**config.mk**
```make
export PLATFORM = sky130hd
export DESIGN_NAME = fste_unit
export DESIGN_NICKNAME = d
export VERILOG_FILES = /design/src/fste_pkg.sv /design/src/fste_unit.sv
export SDC_FILE = /design/constraint.sdc
export NUM_CORES = 2
export LEC_CHECK = 0
export BUFFER_PORTS_ARGS = -buffer_cell sky130_fd_sc_hd__buf_2
export CAP_MARGIN = 0
export CORE_ASPECT_RATIO = 1.1
export CORE_MARGIN = 2
export CORE_UTILIZATION = 30
export CTS_CLUSTER_DIAMETER = 100
export DETAILED_ROUTE_END_ITERATION = 12
export SLEW_MARGIN = 15
export SYNTH_ARGS = -nofsm -noshare
export SYNTH_HDL_FRONTEND = slang
export SYNTH_SLANG_ARGS = --single-unit
```
**constraint.sdc**
```tcl
create_clock -name sys_clk -period 10.15 [get_ports sys_clk]
set_input_delay 1.5225 -clock sys_clk [delete_from_list [all_inputs] [get_ports sys_clk]]
set_output_delay 1.5225 -clock sys_clk [all_outputs]
set_load 0.01 [all_outputs]
```
**src/fste_pkg.sv**
```systemverilog
// constants and types of the fpu status, tag and exception unit
package fste_pkg;
   // register byte offsets
   localparam logic [5:0] OFS_CTRL = 6'h00;
   localparam logic [5:0] OFS_STAT = 6'h04;
   localparam logic [5:0] OFS_TAG = 6'h08;
   localparam logic [5:0] OFS_DLO = 6'h0C;
   localparam logic [5:0] OFS_DMID = 6'h10;
   localparam logic [5:0] OFS_DHI = 6'h14;
   localparam logic [5:0] OFS_DCTL = 6'h18;
   localparam logic [5:0] OFS_CMD = 6'h1C;
   localparam logic [5:0] OFS_RLO = 6'h20;
   localparam logic [5:0] OFS_RMID = 6'h24;
   localparam logic [5:0] OFS_RHI = 6'h28;
   localparam logic [5:0] OFS_ISTAT = 6'h2C;
   localparam logic [5:0] OFS_IMASK = 6'h30;
   localparam int NREG = 8;
   // status word fields
   localparam int SW_IE = 0;
   localparam int SW_DE = 1;
   localparam int SW_OE = 3;
   localparam int SW_PE = 5;
   localparam int SW_SF = 6;
   localparam int SW_ES = 7;
   localparam int SW_C0 = 8;
   localparam int SW_C1 = 9;
   localparam int SW_C2 = 10;
   localparam int SW_TOP = 11;
   localparam int SW_C3 = 14;
   localparam logic [15:0] SW_CLR_MASK = 16'h477F;
   // control word fields
   localparam int CW_IM = 0;
   localparam int CW_DM = 1;
   localparam int CW_OM = 3;
   localparam int CW_PC = 8;
   localparam int CW_RC = 10;
   localparam int CW_IC = 12;
   localparam logic [15:0] CW_RESET = 16'h037F;
   localparam logic [15:0] CW_WMASK = 16'h1F3F;
   // tag codes, rounding and precision codes
   localparam logic [1:0] TAG_VALID = 2'h0;
   localparam logic [1:0] TAG_ZERO = 2'h1;
   localparam logic [1:0] TAG_SPECIAL = 2'h2;
   localparam logic [1:0] TAG_EMPTY = 2'h3;
   localparam logic [1:0] RC_DOWN = 2'h1;
   localparam logic [1:0] RC_UP = 2'h2;
   localparam logic [1:0] RC_CHOP = 2'h3;
   localparam logic [1:0] PC_SGL = 2'h0;
   localparam logic [1:0] PC_DBL = 2'h2;
   // encoding constants of the extended format
   localparam int SIG_J = 63;
   localparam int SIG_Q = 62;
   localparam logic [14:0] EXP_ZERO = 15'h0000;
   localparam logic [14:0] EXP_MAX = 15'h7FFF;
   localparam logic [14:0] EXP_MAXFIN = 15'h7FFE;
   localparam logic [63:0] SIG_INF = 64'h8000_0000_0000_0000;
   localparam logic [63:0] SIG_QIND = 64'hC000_0000_0000_0000;
   localparam logic [63:0] SIG_ONES = 64'hFFFF_FFFF_FFFF_FFFF;
   localparam logic [63:0] PCM_SGL = 64'hFFFF_FF00_0000_0000;
   localparam logic [63:0] PCM_DBL = 64'hFFFF_FFFF_FFFF_F800;
   // interrupt status bits and bus responses
   localparam int IRQ_DONE = 0;
   localparam int IRQ_EXC = 1;
   localparam logic [1:0] RESP_OKAY = 2'h0;
   localparam logic [1:0] RESP_SLVERR = 2'h2;
   typedef enum logic [3:0] {
      OP_ARITH = 4'h0, OP_COMPARE = 4'h1, OP_INT_STORE = 4'h2, OP_BCD_STORE = 4'h3,
      OP_TRANSC = 4'h4, OP_EXTRACT = 4'h5, OP_PUSH = 4'h6, OP_POP = 4'h7
   } fste_op_t;
   typedef enum logic [2:0] {
      CL_ZERO = 3'h0, CL_DENORM = 3'h1, CL_NORMAL = 3'h2, CL_INF = 3'h3,
      CL_SNAN = 3'h4, CL_QNAN = 3'h5, CL_UNSUP = 3'h6
   } fste_class_t;
   typedef struct packed {
      logic sign;
      logic [14:0] exp;
      logic [63:0] sig;
   } fste_ext_t;
   typedef struct packed {
      logic fixed_ext;
      logic ovf;
      fste_op_t op;
   } fste_cmd_t;
endpackage

```
**src/fste_unit.sv**
```systemverilog
// status word, tag word and exception logic of the fpu, behind an axi4-lite slave
//
// Overview of operation
// - stack fault sets invalid and stack-fault flags
// - cond_code_one: one on overflow, zero underflow
// - infinity bit writable, arithmetic stays affine
// - tag load: 11 empty, others non-empty
// - operand class comes from register contents
// - tag store derives tags from contents
// - unsupported encodings get special tag 10
// - produced nans are quiet; qnan normally silent
// - snan invalid; compare/stores also on qnan
// - pseudo and unnormal operands raise invalid
// - masked denormal: operand normalized
// - transcendental and extract raise denormal too
// - masked chop overflow gives largest finite
// - unmasked overflow also sets precision flag
// - unmasked overflow significand cut to precision
// - condition codes at bits 8,9,10,14
`timescale 1ns/10ps
`default_nettype none
module fste_unit
   import fste_pkg::*;
(
   input wire logic sys_clk,
   input wire logic srst,
   input wire logic [5:0] s_axi_awaddr,
   input wire logic s_axi_awvalid,
   output logic s_axi_awready,
   input wire logic [31:0] s_axi_wdata,
   input wire logic [3:0] s_axi_wstrb,
   input wire logic s_axi_wvalid,
   output logic s_axi_wready,
   output logic [1:0] s_axi_bresp,
   output logic s_axi_bvalid,
   input wire logic s_axi_bready,
   input wire logic [5:0] s_axi_araddr,
   input wire logic s_axi_arvalid,
   output logic s_axi_arready,
   output logic [31:0] s_axi_rdata,
   output logic [1:0] s_axi_rresp,
   output logic s_axi_rvalid,
   input wire logic s_axi_rready,
   output logic irq
);
   // operand class from the encoding alone
   function automatic fste_class_t classify(input fste_ext_t v);
      fste_class_t c;
      c = CL_NORMAL;
      if (v.exp == EXP_ZERO) begin
         c = (v.sig == '0) ? CL_ZERO : CL_DENORM;
      end else if (!v.sig[SIG_J]) begin
         c = CL_UNSUP;  // unnormal, pseudo-zero, pseudo-nan, pseudo-inf
      end else if (v.exp == EXP_MAX) begin
         if (v.sig[SIG_Q:0] == '0) begin
            c = CL_INF;
         end else begin
            c = v.sig[SIG_Q] ? CL_QNAN : CL_SNAN;
         end
      end
      return c;
   endfunction

   // tag code of a class
   function automatic logic [1:0] tag_of(input fste_class_t c);
      logic [1:0] t;
      case (c)
         CL_ZERO: t = TAG_ZERO;
         CL_NORMAL: t = TAG_VALID;
         default: t = TAG_SPECIAL;
      endcase
      return t;
   endfunction

   // leading zeros of a significand
   function automatic logic [5:0] lzc(input logic [63:0] s);
      logic [5:0] n;
      n = 6'h00;
      for (int i = 0; i < 64; i++) begin
         if (s[i]) begin
            n = 6'(63 - i);
         end
      end
      return n;
   endfunction

   // byte-lane merge of a write into an old word
   function automatic logic [31:0] merge(input logic [31:0] old, input logic [31:0] d,
                                         input logic [3:0] strb);
      logic [31:0] m;
      m = {{8{strb[3]}}, {8{strb[2]}}, {8{strb[1]}}, {8{strb[0]}}};
      return (old & ~m) | (d & m);
   endfunction

   logic aw_have_r;
   logic w_have_r;
   logic [5:0] aw_addr_r;
   logic [31:0] w_data_r;
   logic [3:0] w_strb_r;
   logic wr_en;
   logic [5:0] waddr;
   logic [31:0] wclr;
   logic wr_hit;
   logic [15:0] ctrl_r;
   logic [15:0] flags_r;
   logic [15:0] stat_word;
   logic [2:0] top_r;
   logic [2:0] top_dn;
   logic [NREG-1:0] empty_r;
   fste_ext_t file_r [NREG];
   fste_ext_t stage_r;
   fste_ext_t res_r;
   fste_ext_t res_nxt;
   fste_ext_t opnd;
   fste_class_t ocls;
   logic [5:0] nshift_r;
   logic [5:0] nshift_nxt;
   logic [15:0] tag_word;
   logic [15:0] tag_in;
   logic [1:0] irq_stat_r;
   logic [1:0] irq_mask_r;
   logic [1:0] irq_ev;
   fste_cmd_t cmd;
   logic op_fire;
   logic opnd_op;
   logic [15:0] set_f;
   logic c1_we;
   logic c1_val;
   logic push_ok;
   logic pop_ok;
   logic res_we;
   logic nan_inv;
   logic to_max;
   logic [63:0] pcmask;
   logic [31:0] rd_word;
   logic rd_hit;

   // write address and data latch, in either order
   always_ff @(posedge sys_clk) begin
      if (srst) begin
         aw_have_r <= 1'b0;
         w_have_r <= 1'b0;
         aw_addr_r <= 6'h00;
         w_data_r <= 32'h0000_0000;
         w_strb_r <= 4'h0;
         s_axi_awready <= 1'b1;
         s_axi_wready <= 1'b1;
      end else begin
         if (s_axi_awvalid && s_axi_awready) begin
            aw_have_r <= 1'b1;
            aw_addr_r <= s_axi_awaddr;
            s_axi_awready <= 1'b0;
         end else if (wr_en) begin
            aw_have_r <= 1'b0;
         end else if (s_axi_bvalid && s_axi_bready) begin
            s_axi_awready <= 1'b1;
         end
         if (s_axi_wvalid && s_axi_wready) begin
            w_have_r <= 1'b1;
            w_data_r <= s_axi_wdata;
            w_strb_r <= s_axi_wstrb;
            s_axi_wready <= 1'b0;
         end else if (wr_en) begin
            w_have_r <= 1'b0;
         end else if (s_axi_bvalid && s_axi_bready) begin
            s_axi_wready <= 1'b1;
         end
      end
   end

   assign wr_en = aw_have_r & w_have_r & ~s_axi_bvalid;
   assign waddr = {aw_addr_r[5:2], 2'h0};
   assign wclr = w_data_r & merge(32'h0000_0000, 32'hFFFF_FFFF, w_strb_r);
   assign wr_hit = (waddr <= OFS_IMASK) && (waddr != OFS_RLO) && (waddr != OFS_RMID)
                   && (waddr != OFS_RHI);
   assign cmd = fste_cmd_t'(w_data_r[5:0]);
   assign op_fire = wr_en && (waddr == OFS_CMD) && w_strb_r[0];
   assign opnd_op = (cmd.op != OP_PUSH) && (cmd.op != OP_POP);

   // write response
   always_ff @(posedge sys_clk) begin
      if (srst) begin
         s_axi_bvalid <= 1'b0;
         s_axi_bresp <= RESP_OKAY;
      end else if (wr_en) begin
         s_axi_bvalid <= 1'b1;
         s_axi_bresp <= wr_hit ? RESP_OKAY : RESP_SLVERR;
      end else if (s_axi_bready) begin
         s_axi_bvalid <= 1'b0;
      end
   end

   // tags generated from register contents on every read of the tag word
   for (genvar g = 0; g < NREG; g++) begin : g_tag
      assign tag_word[2*g +: 2] = empty_r[g] ? TAG_EMPTY : tag_of(classify(file_r[g]));
   end
   assign tag_in = 16'(merge({16'h0000, tag_word}, w_data_r, w_strb_r));

   // operation execution: flags, condition code one and result
   always_comb begin
      opnd = file_r[top_r];
      ocls = classify(opnd);
      top_dn = top_r - 3'h1;
      set_f = 16'h0000;
      c1_we = 1'b0;
      c1_val = 1'b0;
      res_nxt = opnd;
      res_we = 1'b0;
      nshift_nxt = 6'h00;
      push_ok = 1'b0;
      pop_ok = 1'b0;
      nan_inv = 1'b0;
      to_max = (ctrl_r[CW_RC +: 2] == RC_CHOP) ||
               (ctrl_r[CW_RC +: 2] == RC_DOWN && !stage_r.sign) ||
               (ctrl_r[CW_RC +: 2] == RC_UP && stage_r.sign);
      case (ctrl_r[CW_PC +: 2])
         PC_SGL: pcmask = PCM_SGL;
         PC_DBL: pcmask = PCM_DBL;
         default: pcmask = SIG_ONES;
      endcase
      if (cmd.fixed_ext) begin
         pcmask = SIG_ONES;
      end
      if (op_fire) begin
         if ((cmd.op == OP_PUSH) && !empty_r[top_dn]) begin
            set_f[SW_IE] = 1'b1;
            set_f[SW_SF] = 1'b1;
            c1_we = 1'b1;
            c1_val = 1'b1;
         end else if ((cmd.op != OP_PUSH) && empty_r[top_r]) begin
            set_f[SW_IE] = 1'b1;
            set_f[SW_SF] = 1'b1;
            c1_we = 1'b1;
            c1_val = 1'b0;
         end else if (cmd.op == OP_PUSH) begin
            push_ok = 1'b1;
         end else if (cmd.op == OP_POP) begin
            pop_ok = 1'b1;
         end else begin
            res_we = 1'b1;
            // quiet nan stays silent except for compare and integer/decimal stores
            nan_inv = (ocls == CL_SNAN) || ((ocls == CL_QNAN) && ((cmd.op == OP_COMPARE) ||
                      (cmd.op == OP_INT_STORE) || (cmd.op == OP_BCD_STORE)));
            if (nan_inv || (ocls == CL_UNSUP)) begin
               set_f[SW_IE] = 1'b1;
            end
            if ((ocls == CL_DENORM) && ((cmd.op == OP_ARITH) || (cmd.op == OP_TRANSC) ||
                (cmd.op == OP_EXTRACT))) begin
               set_f[SW_DE] = 1'b1;
               if (ctrl_r[CW_DM]) begin
                  nshift_nxt = lzc(opnd.sig);
                  res_nxt.sig = opnd.sig << nshift_nxt;
               end
            end
            if (set_f[SW_IE]) begin
               // nan operands pass on quieted, all else gives the default nan
               if ((ocls == CL_SNAN) || (ocls == CL_QNAN)) begin
                  res_nxt.sig[SIG_Q] = 1'b1;
               end else begin
                  res_nxt = '{sign: 1'b1, exp: EXP_MAX, sig: SIG_QIND};
               end
            end else if (cmd.ovf && (cmd.op == OP_ARITH)) begin
               set_f[SW_OE] = 1'b1;
               set_f[SW_PE] = 1'b1;
               res_nxt = stage_r;
               if (ctrl_r[CW_OM]) begin
                  // infinity bit never consulted: closure is always affine
                  if (to_max) begin
                     res_nxt.exp = EXP_MAXFIN;
                     res_nxt.sig = SIG_ONES & pcmask;
                  end else begin
                     res_nxt.exp = EXP_MAX;
                     res_nxt.sig = SIG_INF;
                  end
               end else begin
                  res_nxt.sig = stage_r.sig & pcmask;
               end
            end
            if (classify(res_nxt) == CL_SNAN) begin
               res_nxt.sig[SIG_Q] = 1'b1;
            end
         end
      end
   end

   // control word and sticky status flags, set winning over clear
   always_ff @(posedge sys_clk) begin
      if (srst) begin
         ctrl_r <= CW_RESET;
         flags_r <= 16'h0000;
      end else begin
         if (wr_en && (waddr == OFS_CTRL)) begin
            ctrl_r <= 16'(merge({16'h0000, ctrl_r}, w_data_r, w_strb_r)) & CW_WMASK;
         end
         flags_r <= (flags_r & ~((wr_en && (waddr == OFS_STAT)) ? wclr[15:0] & SW_CLR_MASK
                     : 16'h0000)) | set_f;
         if (c1_we) begin
            flags_r[SW_C1] <= c1_val;
         end
      end
   end

   // status word assembly with top pointer and summary bit
   always_comb begin
      stat_word = flags_r;
      stat_word[SW_TOP +: 3] = top_r;
      stat_word[SW_ES] = |(flags_r[5:0] & ~ctrl_r[5:0]);
   end

   // register stack, staging word and result
   always_ff @(posedge sys_clk) begin
      if (srst) begin
         top_r <= 3'h0;
         empty_r <= '1;
         stage_r <= '0;
         res_r <= '0;
         nshift_r <= 6'h00;
         for (int i = 0; i < NREG; i++) begin
            file_r[i] <= '0;
         end
      end else begin
         if (wr_en && (waddr == OFS_DLO)) begin
            stage_r.sig[31:0] <= merge(stage_r.sig[31:0], w_data_r, w_strb_r);
         end
         if (wr_en && (waddr == OFS_DMID)) begin
            stage_r.sig[63:32] <= merge(stage_r.sig[63:32], w_data_r, w_strb_r);
         end
         if (wr_en && (waddr == OFS_DHI)) begin
            {stage_r.sign, stage_r.exp} <= 16'(merge({16'h0000, stage_r.sign, stage_r.exp},
                                                      w_data_r, w_strb_r));
         end
         if (wr_en && (waddr == OFS_DCTL) && w_strb_r[0]) begin
            file_r[w_data_r[2:0]] <= stage_r;
            empty_r[w_data_r[2:0]] <= 1'b0;
         end
         if (wr_en && (waddr == OFS_TAG)) begin
            for (int i = 0; i < NREG; i++) begin
               empty_r[i] <= (tag_in[2*i +: 2] == TAG_EMPTY);
            end
         end
         if (push_ok) begin
            file_r[top_dn] <= stage_r;
            empty_r[top_dn] <= 1'b0;
            top_r <= top_dn;
         end
         if (pop_ok) begin
            empty_r[top_r] <= 1'b1;
            top_r <= top_r + 3'h1;
         end
         if (res_we) begin
            res_r <= res_nxt;
            nshift_r <= nshift_nxt;
         end
      end
   end

   // interrupt status, mask and output
   assign irq_ev = {op_fire && (|(set_f[5:0] & ~ctrl_r[5:0])), op_fire};
   always_ff @(posedge sys_clk) begin
      if (srst) begin
         irq_stat_r <= 2'h0;
         irq_mask_r <= 2'h0;
         irq <= 1'b0;
      end else begin
         irq_stat_r <= (irq_stat_r & ~((wr_en && (waddr == OFS_ISTAT)) ? wclr[1:0] : 2'h0))
                       | irq_ev;
         if (wr_en && (waddr == OFS_IMASK) && w_strb_r[0]) begin
            irq_mask_r <= w_data_r[1:0];
         end
         irq <= |(irq_stat_r & irq_mask_r);
      end
   end

   // read data selection
   always_comb begin
      rd_hit = 1'b1;
      case ({s_axi_araddr[5:2], 2'h0})
         OFS_CTRL: rd_word = {16'h0000, ctrl_r};
         OFS_STAT: rd_word = {16'h0000, stat_word};
         OFS_TAG: rd_word = {16'h0000, tag_word};
         OFS_DLO: rd_word = stage_r.sig[31:0];
         OFS_DMID: rd_word = stage_r.sig[63:32];
         OFS_DHI: rd_word = {16'h0000, stage_r.sign, stage_r.exp};
         OFS_DCTL: rd_word = 32'h0000_0000;
         OFS_CMD: rd_word = 32'h0000_0000;
         OFS_RLO: rd_word = res_r.sig[31:0];
         OFS_RMID: rd_word = res_r.sig[63:32];
         OFS_RHI: rd_word = {10'h000, nshift_r, res_r.sign, res_r.exp};
         OFS_ISTAT: rd_word = {30'h0000_0000, irq_stat_r};
         OFS_IMASK: rd_word = {30'h0000_0000, irq_mask_r};
         default: begin
            rd_word = 32'h0000_0000;
            rd_hit = 1'b0;
         end
      endcase
   end

   // read channel
   always_ff @(posedge sys_clk) begin
      if (srst) begin
         s_axi_arready <= 1'b1;
         s_axi_rvalid <= 1'b0;
         s_axi_rdata <= 32'h0000_0000;
         s_axi_rresp <= RESP_OKAY;
      end else if (s_axi_arvalid && s_axi_arready) begin
         s_axi_arready <= 1'b0;
         s_axi_rvalid <= 1'b1;
         s_axi_rdata <= rd_word;
         s_axi_rresp <= rd_hit ? RESP_OKAY : RESP_SLVERR;
      end else if (s_axi_rvalid && s_axi_rready) begin
         s_axi_rvalid <= 1'b0;
         s_axi_arready <= 1'b1;
      end
   end
endmodule
`default_nettype wire

```
## Word-level counts from Yosys, hierarchy flattened

Memory sizes are Yosys's and may differ from the RTL's. A register that Yosys moved wholly into a read port is not among the register bits.
Cells that the tools add are included.
Widths: inputs -> output; s select.

| operators by class | value |
|---|---|
| add/subtract/negate cells | 2 |
| magnitude comparators | 7 |
| equality and inequality tests | 69 |
| shifts and indexed selects | 1 |
| mux-type cells | 276 |
| bitwise logic cells | 31 |
| reduce and logical (&&, ||, !) cells | 100 |

Operator list:

| kind | count |
|---|---|
| $mux 80 | 14 |
| $logic_not 64->1 | 10 |
| $logic_not 63->1 | 10 |
| $mux 6 | 78 |
| $pmux 32 s11 | 1 |
| $mux 64 | 4 |
| $reduce_or 80->1 | 2 |
| $mux 3 | 51 |
| $eq 15x15->1 const B | 10 |
| $logic_not 15->1 | 10 |
| $and 32x32->32 | 3 |
| $mux 1 | 88 |
| $pmux 40 s2 | 1 |
| $mux 65 | 1 |
| $and 64x64->64 | 1 |
| $or 32x32->32 | 2 |
| $shl 64x6->64 | 1 |
| $mux 62 | 1 |
| $and 16x16->16 | 3 |
| $eq 4x3->1 const B | 12 |
| $mux 8 | 6 |
| $logic_and 1x1->1 | 32 |
| $not 32->32 | 1 |
| $or 16x16->16 | 2 |
| other kinds (47) | 142 |

| word-level totals | value |
|---|---|
| register bits | 295 |
| bits in writable memories | 640 |
| input port bits | 55 |
| word-level logic and storage cells | 515 |
| memories kept | 1 |

Memories:

| memory | depth | width | rd ports | clocked after Yosys merged registers in | wr ports | RTL line | text |
|---|---|---|---|---|---|---|---|
| file_r | 8 | 80 | 9 | 1 | 8 | fste_unit.sv:110 | `fste_ext_t file_r [NREG];` |

## Logic depth before layout (Yosys ltp)

| logic depth | value |
|---|---|
| depth in word-level cells | 98 |
| depth in mapped cells | 26 |
| gate-level depth less buffers | 16 |

## Least setup slack after synthesis

No wires, ideal clock.

| timing | value |
|---|---|
| kind | reg2reg |
| start point | register top_r[0] |
| end point | memory file_r[4][0] (netlist bit), enable pin |
| arrival time | 8.251 ns |
| slack | 1.270 ns |
| stages on the path, launching flop included | 12 |
| buffers on the path | 1 |
| cell sequence | dfxtp_1 > clkbuf_1 > inv_1 > ha_1 > mux4_2 > nor2_1 > nor2_1 > nand3_1 > nor2_1 > a21oi_1 > nand2_1 > o21ai_0 |

RTL lines:

| what | RTL line | text |
|---|---|---|
| start, declared | fste_unit.sv:107 | `logic [2:0] top_r;` |
| start signal, assigned | fste_unit.sv:344 | `top_r <= top_dn;` |
| start signal, assigned | fste_unit.sv:348 | `top_r <= top_r + 3'h1;` |
| end, declared | fste_unit.sv:110 |  |

==> impl_metrics.tcl <==
set metrics [dict create \
    drc_errors 0 \
    antenna_found_initial 15 \
    synth_area_sq_um 52420 \
    multi_input_area_sq_um 25300 \
    use_met3 0.05330 \
    place.gp.congestion 1.051 \
    drive_above_1_share 0.1402 \
    final_util 0.3357 \
    cp-start-kind "register" \
    cts_resized 0 \
    setup_viol 0 \
    hold_violations 0 \
    endpoint_kind "register" \
    crit_arrival_ns 8.87 \
    synthDominantCellAreaShare 0.3666 \
    synthDistinctLibCells 120 \
    timing.final.crit_period_ns 8.268 \
    wl_mm 249.3 \
    numCtsBuffers 96 \
    grt_max_degree 100 \
    via_count 45290 \
    rows 160 \
    placed_area_sq_um 55080 \
    start_util 0.3027 \
    synthTopCellsByCount "654 x and2_1, 640 x edfxtp_1, 463 x nand2_1" \
    syn_area_per_cell_sq_um 10.20 \
    drv_cap 0 \
    postCtsSetupBuffers 0 \
    grt_pass1_vias 42770 \
    clk_pin_slew_ns 0.07 \
    crit_type "reg -> reg" \
    track_usage 0.2719 \
    cts_root_buffer "clkbuf_16" \
    max_slew_margin 0.05393 \
    yosysSeqAreaShare 0.4770 \
    htreeDepth 3 \
    numClockSinks 929 \
    port_buffers 90 \
    overflow 0 \
    holdBufCountCts 0 \
    fin_ws_ns 1.882 \
    area_growth_pct 10.88 \
    grt_use_met2 0.4136 \
    wire_per_inst_um 33.67 \
    critical_path.max_fanout 38 \
    stdcell_area_sq_um 58130 \
    tns_ns 0 \
    ys_top_cells_by_area "edfxtp_1 37%, dfxtp_1 11%, and2_1 7.8%" \
    p_per_area_nw_per_um2 146.2 \
    status "completed" \
    nets 5113 \
    numPlacedInstances 7226 \
    grt_pass1_wl_mm 343.9 \
    synthCells 5142 \
    clockBufferDepth 3 \
    regArea_sq_um 25010 \
    synth_edf_count 640 \
    ir_drop_mv 0.1416 \
    total_leakage_power_uw 0.01983 \
    finClkSkew_ns 0.03647 \
    max_freq_mhz 120.9 \
    vias_per_cell 6.116 \
    yosysTopAreaCell "edfxtp_1" \
    dpl.hpwl_mm 185.2 \
    core_sq_um 173200 \
    met1_usage 0.3373 \
    hold_class "reg -> reg" \
    cts_tree "done" \
    die_w_um 402.6 \
    yosys_warnings 0 \
    drt-initial-drc-count 6572 \
    insertion_delay_ns 0.75 \
    tightest_slew_ns 1.380 \
    yosysMostFrequentCell "and2_1" \
    postSynth.asyncResetShare 0 \
    yosys_register_bits 929 \
    busiest_layer "met2" \
    synth-main-ff-cell "edfxtp_1" \
    pin_count 97 \
    dieHeight_um 442.4 \
    drt-pass1-iter-count 7 \
    final_cells 7406 \
    place_ws_ns 2.449 \
    rsz0062_at_grt "no" \
    fin_crit_sh 0.8146 \
    detail-route-antenna-nets 0 \
    final_max_slew_viol_count 0 \
    required_ns 10.75 \
    fillers 17490 \
    dieArea_sq_um 178100 \
]
## area by class of cell
cell class | count | area share
sequential | 929 | 0.4303
clock inverter | 52 | 0.007857
tap | 2268 | 0.04882
timing repair buffer | 248 | 0.02962
inverter | 58 | 0.003788
clock buffer | 118 | 0.04398
multi-input combinational | 3723 | 0.4352
antenna | 10 | 0.0004305
## where the power goes
part / switching [uW] / internal [uW] / leakage (uW)
sequential: 98.7 / 4140 / 0.00894
combinational: 561 / 211 / 0.00942
clock: 1570 / 1920 / 0.00147
total: 2230 / 6270 / 0.0198
## worst max-delay path, cell delays in order (launching register included)
cell      delay [ns]
dfxtp_2         0.86
and2_1          0.98
a22oi_1         0.23
nand3_1         0.53
nand4_1         0.41
a211oi_2        0.57
o211ai_2        0.28
a21oi_4         0.63
buf_4           0.53
mux2i_1         0.26
a22oi_1         0.37
nand2_1         0.28
a21oi_1         0.77
o21ai_0         0.16
a31oi_1         0.67
o31ai_1         0.18
nor4_1          0.22
a31oi_1         0.11
## metrics by stage
stage | total power, uW | hold WS (ns)
after floorplan | 4710 | 0.4077
after global placement | 5051 | 0.4219
after detailed placement | 5054 | 0.4200
after CTS | 8504 | 0.4291
after global routing | 8695 | 0.4357
final | 8501 | 0.4396
## logic make-up after synthesis
| logic type | count (synthesis) | share of synthesized area |
|---|---|---|
| buffers and inverters | 491 | 0.04480 |
| XOR/XNOR | 4 | 0.0006684 |
| flip-flops | 929 | 0.4770 |
| AO/OA/AOI/OAI | 1139 | 0.1440 |
| AND/OR/NAND/NOR | 2152 | 0.2127 |
| other | 1 | 0.00007153 |
| adder cells (fa/ha/maj) | 2 | 0.0004773 |
| multiplexers | 424 | 0.1203 |
## final timing paths
path                             startpoint     endpoint  slack (ns)  cells past startpoint
worst max-delay path               register    res_r[62]        1.88                     17
worst min-delay path            flags_r[10]  flags_r[10]        0.44                      2
worst max register to register     register    res_r[62]        1.88                     17
worst min register to register  flags_r[10]  flags_r[10]        0.44                      2
## layer usage
metal  up-vias  part of all wire
met2      2822              0.44
met1     22740              0.38
met4         8             0.090
met3       672             0.091
met5         -           0.00021
li1      19050                 -
## cells in the final DEF, fill, tap and decap left out, types with 132 or more instances in the layout
cell type,instances
and2_1,654
edfxtp_1,640
nand2_1,462
a21oi_1,433
nor2_1,371
dfxtp_1,286
mux2i_1,197
nor4_1,153
buf_4,152
mux4_2,149
nand3_1,142
nor3_1,132
(Power assumes the default switching activity.)
